[src/core_idle_cfg.svh]
/*
 holds the numeric constants of the core idle and performance-state controller.
 assumes inclusion by bare name from the package and design modules.
*/
`ifndef CORE_IDLE_CFG_SVH
`define CORE_IDLE_CFG_SVH
`define THREADS 2
`define CORES 2
`define PST_W 4
`define IO_ADDR_W 16
`define DWELL_W 8
`define DWELL_DEFAULT 8'h10
`define FLUSH_CYCLES 4'h4
`define SAVE_CYCLES 4'h4
`define RESTORE_CYCLES 4'h4
`define STEP_W 4
`define LVL2_OFFSET 16'h0000
`define LVL3_OFFSET 16'h0001
`define SUBSTATE_ZERO 4'h0
`endif

[src/core_idle_pkg.sv]
/*
 types shared by the idle controller and its helpers.
 assumes core_idle_cfg.svh is reachable by bare name.
*/
`include "core_idle_cfg.svh"
package core_idle_pkg;
	// idle levels, numerically ordered so that min selects the shallowest
	typedef enum logic [2:0] {
		CST_C0 = 3'h0,
		CST_C1 = 3'h1,
		CST_C3 = 3'h3,
		CST_C6 = 3'h6
	} cstate_t;

	// core sequencing states, one bit apart from run through halt, dwell, flush and save to deep
	typedef enum logic [2:0] {
		CS_RUN = 3'h0,
		CS_HALT = 3'h1,
		CS_DWELL = 3'h3,
		CS_FLUSH = 3'h2,
		CS_SAVE = 3'h6,
		CS_DEEP = 3'h7,
		CS_WAKE = 3'h5
	} core_seq_t;

	// performance step sequencing
	typedef enum logic [1:0] {
		PS_IDLE = 2'h0,
		PS_VOLT = 2'h1,
		PS_PLL = 2'h3,
		PS_VDOWN = 2'h2
	} pstep_t;

	function automatic cstate_t cmin(input cstate_t a, input cstate_t b);
		cmin = (a < b) ? a : b;
	endfunction
endpackage

[src/core_idle_ctrl.sv]
/*
 per-core idle resolution, wake handling and shared performance-state control.
 assumes all inputs synchronous to clock_i and per-thread requests single-cycle pulses issued from C0.
*/
`timescale 1ns/1ps
`include "core_idle_cfg.svh"
// Function
// - core idle level is lowest level requested by its threads
// - interrupt, or monitor hit after mwait entry, returns core to C0
// - thread and core idle transitions always pass through C0
// - power actions start only after the core level is resolved
// - core resolves to C1E once every active core is C1 or deeper
// - redirected legacy idle reads become internal requests, no system read
// - level two read maps to C3, level three read to C6
// - reads outside capture range pass through as ordinary port reads
// - redirected requests always carry substate zero
// - redirected requests wake on interrupts even when masked
// - raising frequency commands voltage first, locks pll after
// - lowering frequency locks pll first, then commands lower voltage
// - shared frequency is highest level requested by any active core
// - new performance request preempts a transition in progress
// - C1 entered only when every thread has halted or requested C1
// - in C1 or C3 a targeted interrupt wakes only its thread
// - any package interrupt may wake a core; targeted wakes only target
// - a C1 core keeps servicing snoops
// - C3 entry flushes caches, keeps state, stops core clocks
// - snoops and foreign cacheable accesses never wake a C3 core
// - C6 saves state before dropping voltage, restores on exit
module core_idle_ctrl
	import core_idle_pkg::*;
(
	input wire logic clock_i,
	input wire logic rstn_i,
	input wire logic [`THREADS*`CORES-1:0] thr_req_i,
	input wire logic [`THREADS*`CORES*3-1:0] thr_state_i,
	input wire logic [`THREADS*`CORES-1:0] thr_masked_i,
	input wire logic [`THREADS*`CORES-1:0] thr_irq_i,
	input wire logic [`THREADS*`CORES-1:0] thr_mwait_i,
	input wire logic package_irq_i,
	input wire logic [`CORES-1:0] monitor_hit_i,
	input wire logic [`CORES-1:0] snoop_i,
	input wire logic [`CORES-1:0] core_active_i,
	input wire logic ddc_en_i,
	input wire logic [`DWELL_W-1:0] dwell_i,
	input wire logic redirect_en_i,
	input wire logic [`IO_ADDR_W-1:0] capture_base_i,
	input wire logic [`IO_ADDR_W-1:0] capture_limit_i,
	input wire logic io_read_i,
	input wire logic [`IO_ADDR_W-1:0] io_addr_i,
	input wire logic [1:0] io_thread_i,
	input wire logic [`CORES*`PST_W-1:0] core_pst_i,
	input wire logic vid_done_i,
	input wire logic pll_lock_i,
	output logic io_passthru_o,
	output logic [`CORES*3-1:0] core_state_o,
	output logic [`THREADS*`CORES-1:0] thr_awake_o,
	output logic [`CORES-1:0] c1e_o,
	output logic [`CORES-1:0] clk_stop_o,
	output logic [`CORES-1:0] flush_o,
	output logic [`CORES-1:0] save_o,
	output logic [`CORES-1:0] restore_o,
	output logic [`CORES-1:0] power_off_o,
	output logic [`CORES-1:0] snoop_ack_o,
	output logic vid_cmd_o,
	output logic [`PST_W-1:0] vid_level_o,
	output logic pll_req_o,
	output logic [`PST_W-1:0] pll_freq_o
);
	localparam int N = `THREADS * `CORES;
	localparam int T = `THREADS;

	logic rd_req;
	cstate_t rd_state;
	logic [3:0] rd_sub;
	logic [`PST_W-1:0] pst_max;
	cstate_t thr_q [N];
	logic [N-1:0] redir_q;
	logic [N-1:0] mw_q;
	core_seq_t seq_q [`CORES];
	cstate_t goal_q [`CORES];
	cstate_t res [`CORES];
	logic [`DWELL_W-1:0] dwell_q [`CORES];
	logic [3:0] step_q [`CORES];
	logic [`CORES-1:0] all_idle, wake;
	logic [`CORES-1:0] deep_ok;

	io_redirect u_redir (
		.clock_i(clock_i),
		.rstn_i(rstn_i),
		.redirect_en_i(redirect_en_i),
		.capture_base_i(capture_base_i),
		.capture_limit_i(capture_limit_i),
		.io_read_i(io_read_i),
		.io_addr_i(io_addr_i),
		.req_o(rd_req),
		.req_state_o(rd_state),
		.req_sub_o(rd_sub),
		.passthru_o(io_passthru_o)
	);

	// highest requested level across active cores drives the shared step
	always_comb
	begin
		pst_max = '0;
		for (int c = 0; c < `CORES; c++)
			if (core_active_i[c] && core_pst_i[c*`PST_W +: `PST_W] > pst_max)
				pst_max = core_pst_i[c*`PST_W +: `PST_W];
	end

	pstate_seq u_pseq (
		.clock_i(clock_i),
		.rstn_i(rstn_i),
		.target_i(pst_max),
		.vid_done_i(vid_done_i),
		.pll_lock_i(pll_lock_i),
		.vid_cmd_o(vid_cmd_o),
		.vid_level_o(vid_level_o),
		.pll_req_o(pll_req_o),
		.pll_freq_o(pll_freq_o),
		.cur_o()
	);

	// thread-level state: requests land only from C0, wakes drop to C0
	always_ff @(posedge clock_i or negedge rstn_i)
	begin
		if (!rstn_i)
		begin
			for (int t = 0; t < N; t++)
				thr_q[t] <= CST_C0;
			redir_q <= '0;
			mw_q <= '0;
		end
		else
		begin
			for (int t = 0; t < N; t++)
			begin
				// masked interrupts still wake a redirected request
				if (thr_irq_i[t] && (!thr_masked_i[t] || redir_q[t]))
				begin
					thr_q[t] <= CST_C0;
					redir_q[t] <= 1'b0;
				end
				else if (monitor_hit_i[t/T] && mw_q[t] && thr_q[t] != CST_C0)
					thr_q[t] <= CST_C0;
				else if (thr_q[t] == CST_C0 && rd_req && io_thread_i == t[1:0]
					&& rd_sub == `SUBSTATE_ZERO)
				begin
					thr_q[t] <= rd_state;
					redir_q[t] <= 1'b1;
					mw_q[t] <= 1'b1;
				end
				else if (thr_q[t] == CST_C0 && thr_req_i[t])
				begin
					thr_q[t] <= cstate_t'(thr_state_i[t*3 +: 3]);
					mw_q[t] <= thr_mwait_i[t];
				end
			end
		end
	end

	// resolution: min over threads; all threads idle needed for C1
	always_comb
	begin
		for (int c = 0; c < `CORES; c++)
		begin
			res[c] = CST_C6;
			for (int k = 0; k < T; k++)
				res[c] = cmin(res[c], thr_q[c*T+k]);
			all_idle[c] = res[c] != CST_C0;
			wake[c] = package_irq_i || (res[c] == CST_C0);
			deep_ok[c] = !ddc_en_i || dwell_q[c] == '0;
		end
	end

	// per-core sequence; actions follow resolved level only
	always_ff @(posedge clock_i or negedge rstn_i)
	begin
		if (!rstn_i)
		begin
			for (int c = 0; c < `CORES; c++)
			begin
				seq_q[c] <= CS_RUN;
				goal_q[c] <= CST_C0;
				dwell_q[c] <= '0;
				step_q[c] <= '0;
			end
		end
		else
		begin
			for (int c = 0; c < `CORES; c++)
			begin
				step_q[c] <= (step_q[c] == '0) ? '0 : step_q[c] - 4'h1;
				case (seq_q[c])
					CS_RUN: if (all_idle[c])
					begin
						seq_q[c] <= CS_HALT;
						goal_q[c] <= res[c];
						dwell_q[c] <= ddc_en_i ? dwell_i : '0;
					end
					CS_HALT: if (wake[c]) seq_q[c] <= CS_RUN;
						else if (res[c] != CST_C1) seq_q[c] <= CS_DWELL;
					CS_DWELL: if (wake[c]) seq_q[c] <= CS_RUN;
						else if (deep_ok[c])
						begin
							seq_q[c] <= CS_FLUSH;
							step_q[c] <= `FLUSH_CYCLES;
						end
						else dwell_q[c] <= dwell_q[c] - 8'h01;
					CS_FLUSH: if (step_q[c] == '0)
					begin
						seq_q[c] <= (res[c] == CST_C6) ? CS_SAVE : CS_DEEP;
						step_q[c] <= `SAVE_CYCLES;
					end
					CS_SAVE: if (step_q[c] == '0) seq_q[c] <= CS_DEEP;
					CS_DEEP: if (wake[c])
					begin
						seq_q[c] <= CS_WAKE;
						step_q[c] <= `RESTORE_CYCLES;
					end
					CS_WAKE: if (step_q[c] == '0) seq_q[c] <= CS_RUN;
					default: seq_q[c] <= CS_RUN;
				endcase
			end
		end
	end

	// outputs registered from sequence state
	always_ff @(posedge clock_i or negedge rstn_i)
	begin
		if (!rstn_i)
		begin
			core_state_o <= '0;
			thr_awake_o <= '1;
			c1e_o <= '0;
			clk_stop_o <= '0;
			flush_o <= '0;
			save_o <= '0;
			restore_o <= '0;
			power_off_o <= '0;
			snoop_ack_o <= '0;
		end
		else
		begin
			for (int t = 0; t < N; t++)
				thr_awake_o[t] <= thr_q[t] == CST_C0;
			for (int c = 0; c < `CORES; c++)
			begin
				// a deeper goal reads as run until committed, so the visible level never
				// steps sideways from C1 into C3 or C6; only the delayed dwell shows C1
				core_state_o[c*3 +: 3] <= (seq_q[c] == CS_DEEP || seq_q[c] == CS_WAKE) ? goal_q[c] :
					((seq_q[c] != CS_RUN && goal_q[c] == CST_C1)
					|| (seq_q[c] == CS_DWELL && ddc_en_i)) ? CST_C1 : CST_C0;
				c1e_o[c] <= (seq_q[c] != CS_RUN) && ((all_idle | ~core_active_i) == '1);
				clk_stop_o[c] <= seq_q[c] != CS_RUN && seq_q[c] != CS_WAKE;
				flush_o[c] <= seq_q[c] == CS_FLUSH;
				save_o[c] <= seq_q[c] == CS_SAVE;
				restore_o[c] <= seq_q[c] == CS_WAKE && goal_q[c] == CST_C6;
				power_off_o[c] <= seq_q[c] == CS_DEEP && goal_q[c] == CST_C6;
				// halted cores still answer snoops; deep cores hold flushed caches
				snoop_ack_o[c] <= snoop_i[c] && (seq_q[c] == CS_RUN
					|| seq_q[c] == CS_HALT || seq_q[c] == CS_DWELL);
			end
		end
	end

	save_first_a: assert property (@(posedge clock_i) disable iff (!rstn_i)
		seq_q[0] == CS_FLUSH && step_q[0] == '0 && res[0] == CST_C6 |=> seq_q[0] == CS_SAVE)
		else $error("c6 skipped save");
	snoop_nowake_a: assert property (@(posedge clock_i) disable iff (!rstn_i)
		seq_q[0] == CS_DEEP && !wake[0] |=> seq_q[0] == CS_DEEP) else $error("deep core woke");
	c1_halt_a: assert property (@(posedge clock_i) disable iff (!rstn_i)
		seq_q[0] == CS_RUN && !all_idle[0] |=> seq_q[0] == CS_RUN) else $error("halt with thread active");
	dwell_hold_a: assert property (@(posedge clock_i) disable iff (!rstn_i)
		seq_q[0] == CS_DWELL && !wake[0] && !deep_ok[0] |=> seq_q[0] == CS_DWELL) else $error("dwell cut short");
endmodule

[src/io_redirect.sv]
/*
 converts legacy idle-level port reads into idle requests with substate zero.
 assumes reads are single-cycle strobes synchronous to clock_i.
*/
`timescale 1ns/1ps
`include "core_idle_cfg.svh"
module io_redirect
	import core_idle_pkg::*;
(
	input wire logic clock_i,
	input wire logic rstn_i,
	input wire logic redirect_en_i,
	input wire logic [`IO_ADDR_W-1:0] capture_base_i,
	input wire logic [`IO_ADDR_W-1:0] capture_limit_i,
	input wire logic io_read_i,
	input wire logic [`IO_ADDR_W-1:0] io_addr_i,
	output logic req_o,
	output cstate_t req_state_o,
	output logic [3:0] req_sub_o,
	output logic passthru_o
);
	// decode of the two level registers and the range check
	wire logic is_lvl2 = io_addr_i == capture_base_i + `LVL2_OFFSET;
	wire logic is_lvl3 = io_addr_i == capture_base_i + `LVL3_OFFSET;
	wire logic in_range = (io_addr_i >= capture_base_i) && (io_addr_i <= capture_limit_i);
	wire logic hit = redirect_en_i && in_range && (is_lvl2 || is_lvl3);

	always_ff @(posedge clock_i or negedge rstn_i)
	begin
		if (!rstn_i)
		begin
			req_o <= 1'b0;
			req_state_o <= CST_C0;
			req_sub_o <= `SUBSTATE_ZERO;
			passthru_o <= 1'b0;
		end
		else
		begin
			req_o <= io_read_i && hit;
			req_state_o <= is_lvl3 ? CST_C6 : CST_C3;
			req_sub_o <= `SUBSTATE_ZERO;
			passthru_o <= io_read_i && !hit;
		end
	end

	// a redirected hit must never leak out as a system read
	no_leak_a: assert property (@(posedge clock_i) disable iff (!rstn_i)
		io_read_i && hit |=> req_o && !passthru_o) else $error("redirected read leaked");
	range_a: assert property (@(posedge clock_i) disable iff (!rstn_i)
		io_read_i && !in_range |=> !req_o) else $error("out of range read redirected");
endmodule

[src/pstate_seq.sv]
/*
 orders voltage and pll steps for a performance-state change.
 assumes the regulator acknowledges each voltage command with vid_done_i.
*/
`timescale 1ns/1ps
`include "core_idle_cfg.svh"
module pstate_seq
	import core_idle_pkg::*;
(
	input wire logic clock_i,
	input wire logic rstn_i,
	input wire logic [`PST_W-1:0] target_i,
	input wire logic vid_done_i,
	input wire logic pll_lock_i,
	output logic vid_cmd_o,
	output logic [`PST_W-1:0] vid_level_o,
	output logic pll_req_o,
	output logic [`PST_W-1:0] pll_freq_o,
	output logic [`PST_W-1:0] cur_o
);
	pstep_t st_q, st_d;
	logic [`PST_W-1:0] goal_q;
	// any new target restarts the sequence, even mid-transition
	wire logic retarget = target_i != goal_q;
	wire logic up = target_i > cur_o;

	always_comb
	begin
		st_d = st_q;
		case (st_q)
			PS_IDLE: if (retarget || target_i != cur_o) st_d = up ? PS_VOLT : PS_PLL;
			PS_VOLT: if (retarget) st_d = up ? PS_VOLT : PS_PLL;
				else if (vid_done_i) st_d = PS_PLL;
			PS_PLL: if (retarget) st_d = up ? PS_VOLT : PS_PLL;
				else if (pll_lock_i) st_d = (goal_q < vid_level_o) ? PS_VDOWN : PS_IDLE;
			PS_VDOWN: if (retarget) st_d = up ? PS_VOLT : PS_PLL;
				else if (vid_done_i) st_d = PS_IDLE;
			default: st_d = PS_IDLE;
		endcase
	end

	always_ff @(posedge clock_i or negedge rstn_i)
	begin
		if (!rstn_i)
		begin
			st_q <= PS_IDLE;
			goal_q <= '0;
			cur_o <= '0;
			vid_level_o <= '0;
			pll_freq_o <= '0;
			vid_cmd_o <= 1'b0;
			pll_req_o <= 1'b0;
		end
		else
		begin
			st_q <= st_d;
			goal_q <= target_i;
			vid_cmd_o <= (st_d == PS_VOLT) || (st_d == PS_VDOWN);
			pll_req_o <= st_d == PS_PLL;
			if (st_d == PS_VOLT || st_d == PS_VDOWN)
				vid_level_o <= target_i;
			if (st_d == PS_PLL)
				pll_freq_o <= target_i;
			if (st_q == PS_PLL && pll_lock_i && !retarget)
				cur_o <= goal_q;
		end
	end

	// raising: pll is never asked before the voltage step finishes
	volt_first_a: assert property (@(posedge clock_i) disable iff (!rstn_i)
		st_q == PS_VOLT && !vid_done_i && !retarget |=> st_q == PS_VOLT) else $error("pll before voltage");
	pll_first_a: assert property (@(posedge clock_i) disable iff (!rstn_i)
		st_q == PS_IDLE && target_i < cur_o && !retarget |=> st_q == PS_PLL) else $error("lowering skipped pll");
endmodule

[config.mk]
export PLATFORM = sky130hd
export DESIGN_NAME = core_idle_ctrl
export DESIGN_NICKNAME = d
export VERILOG_FILES = /design/src/core_idle_pkg.sv /design/src/core_idle_ctrl.sv /design/src/io_redirect.sv /design/src/pstate_seq.sv
export VERILOG_INCLUDE_DIRS = /design/src
export SDC_FILE = /design/constraint.sdc
export NUM_CORES = 1
export LEC_CHECK = 0
export BUFFER_PORTS_ARGS = -buffer_cell sky130_fd_sc_hd__buf_2
export CAP_MARGIN = 0
export CORE_ASPECT_RATIO = 1.1
export CORE_UTILIZATION = 45
export DETAILED_ROUTE_END_ITERATION = 8
export PLACE_DENSITY = 0.7
export SYNTH_ARGS = -nofsm -noshare
export SYNTH_HDL_FRONTEND = slang
export SYNTH_SLANG_ARGS = --single-unit
[constraint.sdc]
create_clock -name clock_i -period 2.7 [get_ports clock_i]
set_input_delay 0.405 -clock clock_i [delete_from_list [all_inputs] [get_ports clock_i]]
set_output_delay 0.405 -clock clock_i [all_outputs]
set_load 0.02 [all_outputs]
Word-level counts from Yosys, hierarchy flattened
Index checks and enable logic that the tools add are counted.
{"block": "word_totals", "word_cells": 345, "out_inout_bits": 35, "ff_bits": 105}
{"block": "classes", "n_bitwise": 10, "add_sub_neg": 5, "n_lt_le_gt_ge": 10, "n_eq_ne": 58, "mux": 100, "n_reduce_logical": 123}
{"cell": "3-bit 2-to-1 mux", "count": 41}
{"cell": "8-bit 2-to-1 mux", "count": 7}
{"cell": "4-bit 2-to-1 mux", "count": 12}
{"cell": "1-bit logical AND", "count": 47}
{"cell": "3-bit one-hot mux with 7 select lines", "count": 2}
{"cell": "2-bit != test, second input constant", "count": 18}
{"cell": "16-bit equality test", "count": 2}
{"cell": "8-bit one-hot mux with 2 select lines", "count": 2}
{"cell": "3-bit equality test, second input constant", "count": 10}
{"cell": "3-bit zero test", "count": 8}
{"cell": "1-bit 2-to-1 mux", "count": 24}
{"cell": "4-bit one-hot mux with 3 select lines", "count": 2}
{"cell": "3-bit nonzero test", "count": 8}
{"cell": "2-bit nonzero test", "count": 10}
{"cell": "1-bit logical OR", "count": 19}
{"cell": "2-bit 2-to-1 mux", "count": 9}
{"cell": "3-bit != test, second input constant", "count": 6}
{"cell": "16-bit by 1-bit adder with 16-bit output, second input constant", "count": 1}
{"cell": "16-bit >= comparator", "count": 1}
{"cell": "16-bit <= comparator", "count": 1}
{"cell": "8-bit zero test", "count": 2}
{"cell": "4-bit nonzero test", "count": 4}
{"cell": "8-bit by 1-bit subtractor with 8-bit output, second input constant", "count": 2}
{"cell": "2-bit equality test, second input constant", "count": 7}
{"cell": "22 further kinds", "count": 61}

Depth between registers and ports, before layout
{"block": "depth", "depth_word": 12, "mapped_depth": 18, "mapped_depth_nobuf": 17}

Cells and area by module
From an unflattened synthesis, not the netlist that was laid out.
{"block": "hier_totals", "hier_cells": 816, "hier_area_um2": 7243.2}
{"module": "core_idle_ctrl", "area_per_inst_um2": 4704.5, "cells_per_inst": 518, "n_inst": 1}
{"module": "io_redirect", "area_per_inst_um2": 1576.5, "cells_per_inst": 214, "n_inst": 1}
{"module": "pstate_seq", "area_per_inst_um2": 962.2, "cells_per_inst": 84, "n_inst": 1}

Worst setup path after synthesis
No wires, ideal clock.
{"block": "synth_path", "kind": "input to register", "from": "input core_pst_i[1]", "to": "register u_pseq.vid_level_o[0]", "slack_ns": -0.606, "required_ns": 2.564, "arrival_time_ns": 3.170, "stages": 18, "cell_sequence": "nand2_1 > ha_1 > nor2b_1 > o31a_1 > o2111ai_1 > and2_1 > inv_1 > ha_1 > nor2b_1 > o21ai_0 > nand2b_1 > a21oi_1 > o32ai_1 > o211ai_1 > ha_1 > buf_1 > nor2_1 > a21oi_1"}
{"block": "synth_between", "elab_chain_cells": 12}
{"element": "from (decl)", "line_no": "core_idle_ctrl.sv:51", "source": "input wire logic [`CORES*`PST_W-1:0] core_pst_i,"}
{"element": "4-bit by 1-bit > comparator with 1-bit output", "line_no": "core_idle_ctrl.sv:106", "source": "if (core_active_i[c] && core_pst_i[c*`PST_W +: `PST_W] > pst_max)"}
{"element": "1-bit logical AND", "line_no": "core_idle_ctrl.sv:106"}
{"element": "4-bit 2-to-1 mux *", "line_no": "core_idle_ctrl.sv:106"}
{"element": "4-bit > comparator", "line_no": "core_idle_ctrl.sv:106"}
{"element": "1-bit logical AND", "line_no": "core_idle_ctrl.sv:106"}
{"element": "4-bit 2-to-1 mux *", "line_no": "core_idle_ctrl.sv:106"}
{"element": "named net pst_max[1]", "line_no": "core_idle_ctrl.sv:75", "source": "logic [`PST_W-1:0] pst_max;"}
{"element": "4-bit > comparator (tied with other cells)", "line_no": "pstate_seq.sv:25", "source": "wire logic up = target_i > cur_o;"}
{"element": "2-bit 2-to-1 mux or 1-bit logical OR (tied branches)"}
{"element": "2-bit 2-to-1 mux (on tied branches)"}
{"element": "2-bit one-hot mux with 4 select lines *", "line_no": "pstate_seq.sv:30", "source": "case (st_q)"}
{"element": "2-bit by 1-bit equality test with 1-bit output or 2-bit equality test (tied branches)", "line_no": "pstate_seq.sv:60", "source": "if (st_d == PS_VOLT || st_d == PS_VDOWN)"}
{"element": "1-bit logical OR *", "line_no": "pstate_seq.sv:60"}
{"element": "to (signal assigned)", "line_no": "pstate_seq.sv:61", "source": "vid_level_o <= target_i;"}
{"element": "to (decl)", "line_no": "pstate_seq.sv:16", "source": "output logic [`PST_W-1:0] vid_level_o,"}
Mark *: on every way through the listed nets, which the timed path passes. The rest lies on a longest branch.
A chain may end at the register's enable or synchronous reset.

Worst setup path in the final report
{"block": "layout_path", "from": "input core_active_i[0]", "to": "register u_pseq.vid_level_o[1]"}
{"block": "layout_between", "elab_chain_cells": 11}
{"element": "from (decl)", "line_no": "core_idle_ctrl.sv:42", "source": "input wire logic [`CORES-1:0] core_active_i,"}
{"element": "1-bit logical AND *", "line_no": "core_idle_ctrl.sv:106"}
{"element": "4-bit 2-to-1 mux *", "line_no": "core_idle_ctrl.sv:106"}
{"element": "4-bit > comparator", "line_no": "core_idle_ctrl.sv:106"}
{"element": "1-bit logical AND", "line_no": "core_idle_ctrl.sv:106"}
{"element": "4-bit 2-to-1 mux *", "line_no": "core_idle_ctrl.sv:106"}
{"element": "4-bit > comparator (tied with other cells)", "line_no": "pstate_seq.sv:25"}
{"element": "2-bit 2-to-1 mux or 1-bit logical OR (tied branches)"}
{"element": "2-bit 2-to-1 mux (on tied branches)"}
{"element": "2-bit one-hot mux with 4 select lines", "line_no": "pstate_seq.sv:30"}
{"element": "2-bit by 1-bit equality test with 1-bit output or 2-bit equality test (tied branches)", "line_no": "pstate_seq.sv:60"}
{"element": "1-bit logical OR", "line_no": "pstate_seq.sv:60"}
Mark *: on every way between the ends. The rest lies on a longest branch, timed or not.

==> results.yml <==
clock_network:
  clock_latency_ns: 0.35
  cts.sinks: 105
  cts.path.max_buffers: 2
  cts-root-buf: "clkbuf_16"
  cts_tree: "built"
  path_clk_slew_ns: 0.08
  cts_buffers: 9
  htree_num_levels: 3
  cts.hold.buffers_added: 0
yosys:
  syn_inst: 809
  synth-main-ff-cell: "dfrtp_1"
  synth_edf_count: 0
  ys_types: 70
  async_reset_ff_frac: 1.00
  yosys_warnings: 0
  syn_area_um2: 7010
  avgSynthCellArea_um2: 8.67
  ys_ff_latch: 105
  synth_nets: 975
  yosysSeqAreaShare: 0.375
drt:
  drt_iter0_drc: 314
  drcViolationCount: 0
  routed-via-count: 6526
  vias_per_cell: 5.44
  wl_per_cell_um: 14.7
  ant_nets: 0
  wl_um: 17600
  dr.pass1.iters: 4
power:
  p_leak_uw: 0.00432
  power_density_nw_per_um2: 1030
  power_uw: 9090
  ir_drop_v: 0.000448
die:
  core_area_um2: 15100
  rows: 47
  die_w_um: 121
  die-area_um2: 16100
  start_util: 0.464
  die_h_um: 133
  ioPinCount: 143
global_routing:
  grt_max_degree: 106
  grt_antenna_before_repair: 0
  grt_pass1_vias: 6211
  grt_overflow_total: 0
  grt_usage: 0.224
  grt_first_pass_wirelength_um: 29100
setup_path:
  rrSetupSlack_ns: 0.15
  r2r_start: "thr_q[2]$_DFFE_PN0P_"
  crit_arrival_ns: 3.31
  cp-end-kind: "flip-flop"
  crit_fanout: 6
  r2r_end: "dwell_q[1]$_DFFE_PN0P_"
  cp-start-kind: "input port"
  r2r_cells: 11
  critical_path_class: "input port to flip-flop"
  required_ns: 2.97
sta:
  tns_ns: -2.63
  setup_viol: 11
  fin_ws_ns: -0.332
  rsz0062_at_grt: "yes"
  fin_crit_ns: 3.03
  max_slew_margin: 0.599
  drv_slew: 0
  max_freq_ghz: 0.330
  hold_viol: 0
  clock_skew_ns: 0.00933
  tightest_slew_ns: 0.602
  min_period_over_period: 1.12
place:
  pre_cts_slack_ns: -0.821
  hpwl_um: 13200
  gp_congestion: 0.852
  portBuffers: 142
outcome:
  status: "finished with violations"
  violations: "setup timing"
layout:
  syn2layout_area_growth_pct: 26.4
  finish.net_count: 1164
  drive_gt1_frac: 0.260
  diodes: 0
flow_run:
  max_cap_viol_count: 0
worst_hold_path:
  min_path_type: "input port to async pin"
cells in the mapped netlist, drive strengths merged (3+ instances only):
cell     instances  area (um2)
nand2b          12        75.1
nand2           73         274
and4             4        36.3
a31oi            7        43.8
and3            12        76.3
nor3b            4        30.0
a21oi           53         265
buf              4        17.5
a211oi           6        45.0
nor3            21         105
o211ai          11        87.6
a221oi           3        43.8
dfstp            4         105
xnor2           16         140
o21ai           66         330
or3              8        50.1
or4              3        22.5
o21a             7        52.6
and2             8        50.1
nor4             8        65.1
xor2             8        70.1
mux2             4        45.0
a211o            3        26.3
dfrtp          101        2530
o2bb2ai          5        43.8
o31ai            7        52.6
nand4           11        68.8
a22o            10        87.6
a311oi           3        26.3
nor2            75         282
nor2b           10        62.6
o22ai            8        50.1
mux2i           17         170
nand3           22         120
inv             72         270
ha              58         726
a2111oi          3        32.5
a21o            12        90.1
clkbuf          18        67.6
timing repair:
item,CTS,global route
hold endpoints to repair,0,0
setup buffers,7,9
resized for setup,16,9
endpoints found under the setup margin,13,35
pin swaps,13,1
gates cloned,0,1
through the flow:
stage	cells	util	hold WS (ns)	cell area [um2]
after detailed placement	1166	0.549	0.455	8300
after global placement	1166	0.549	0.441	8300
final	1199	0.587	0.0801	8870
after global routing	1199	0.587	0.130	8870
after CTS	1189	0.579	0.148	8740
after floorplan	809	-	0.109	7110
worst max-delay path, stage by stage:
cell and delay (ns):
buf_12 0.11, nand2_4 0.06, ha_4 0.20, nor2b_4 0.12
o31a_1 0.27, o211ai_2 0.27, buf_4 0.17, mux2_4 0.33
xnor2_2 0.17, or3_4 0.36, o211ai_1 0.32, ha_4 0.28
buf_6 0.12, a21oi_1 0.11
registers in the layout, summed over array words and instances, names as in the netlist, 3 cells and up:
name and cells:
u_pseq.vid_level_o 4, step_q 8, dwell_q 16, u_redir.req_state_o 3
u_pseq.pll_freq_o 4, redir_q 4, u_pseq.cur_o 4, thr_q 12
goal_q 6, thr_awake_o 4, u_pseq.goal_q 4, mw_q 4
seq_q 6, core_state_o 6
worst max-delay path by stage:
stage,depth (start not counted),endpoint,startpoint,slack [ns]
final,14,u_pseq.vid_level_o[1]$_DFFE_PN0P_,core_active_i[0],-0.33
after CTS,16,u_pseq.vid_level_o[0]$_DFFE_PN0P_,core_active_i[0],-0.22
after global placement,17,u_pseq.vid_level_o[1]$_DFFE_PN0P_,core_active_i[0],-0.70
after global routing,16,u_pseq.vid_level_o[1]$_DFFE_PN0P_,core_active_i[0],-0.43
after detailed placement,17,u_pseq.vid_level_o[1]$_DFFE_PN0P_,core_active_i[0],-0.82
after floorplan,13,u_pseq.vid_level_o[0]$_DFFE_PN0P_,core_pst_i[1],-0.43
cell usage in the layout (no fill, tap or decap), drive strengths merged, types with 5 or more instances in the layout:
cell type	count
mux2i	17
and2	8
o21a	7
xnor2	16
a21o	12
nand3	22
nand2b	12
nand2	73
a21oi	53
nor2b	10
nand4	11
a211oi	6
ha	58
o31ai	7
a31oi	7
nor2	75
xor2	8
inv	73
buf	199
o21ai	66
o2bb2ai	5
dfrtp	101
o22ai	8
and3	12
clkbuf	10
nor3	21
a22o	10
or3	8
nor4	8
o211ai	11
final cells by class:
cell class                 count  area [um2]
clock buffer                  10         229
clock inverter                 6        92.6
fill                        1361        6240
inverter                      72         273
multi-input combinational    611        4210
sequential                   105        2630
tap                          196         245
timing repair buffer         199        1190
power breakdown:
group | switching (uW) | leakage, uW | internal, uW
clock | 605 | 0.000155 | 820
sequential | 492 | 0.00132 | 2190
combinational | 2700 | 0.00285 | 2280
kinds of logic after synthesis:
logic type / after synthesis / synth area share
and+or+nand+nor: 280 / 0.199
AOI/OAI and AO/OA: 225 / 0.209
DFF: 105 / 0.375
buffers and inverters: 94 / 0.0507
adders and majority gates: 59 / 0.105
xor gates and xnor gates: 24 / 0.0300
muxes: 21 / 0.0307
other: 1 / 0.000535
layer usage:
metal	vias up	global-route usage	routed length [um]
li1	3291	-	-
met1	3065	0.304	8250
met2	148	0.366	8360
met3	22	0.0358	712
met4	0	0.0679	262
met5	-	0	0
(Power assumes the default switching activity.)
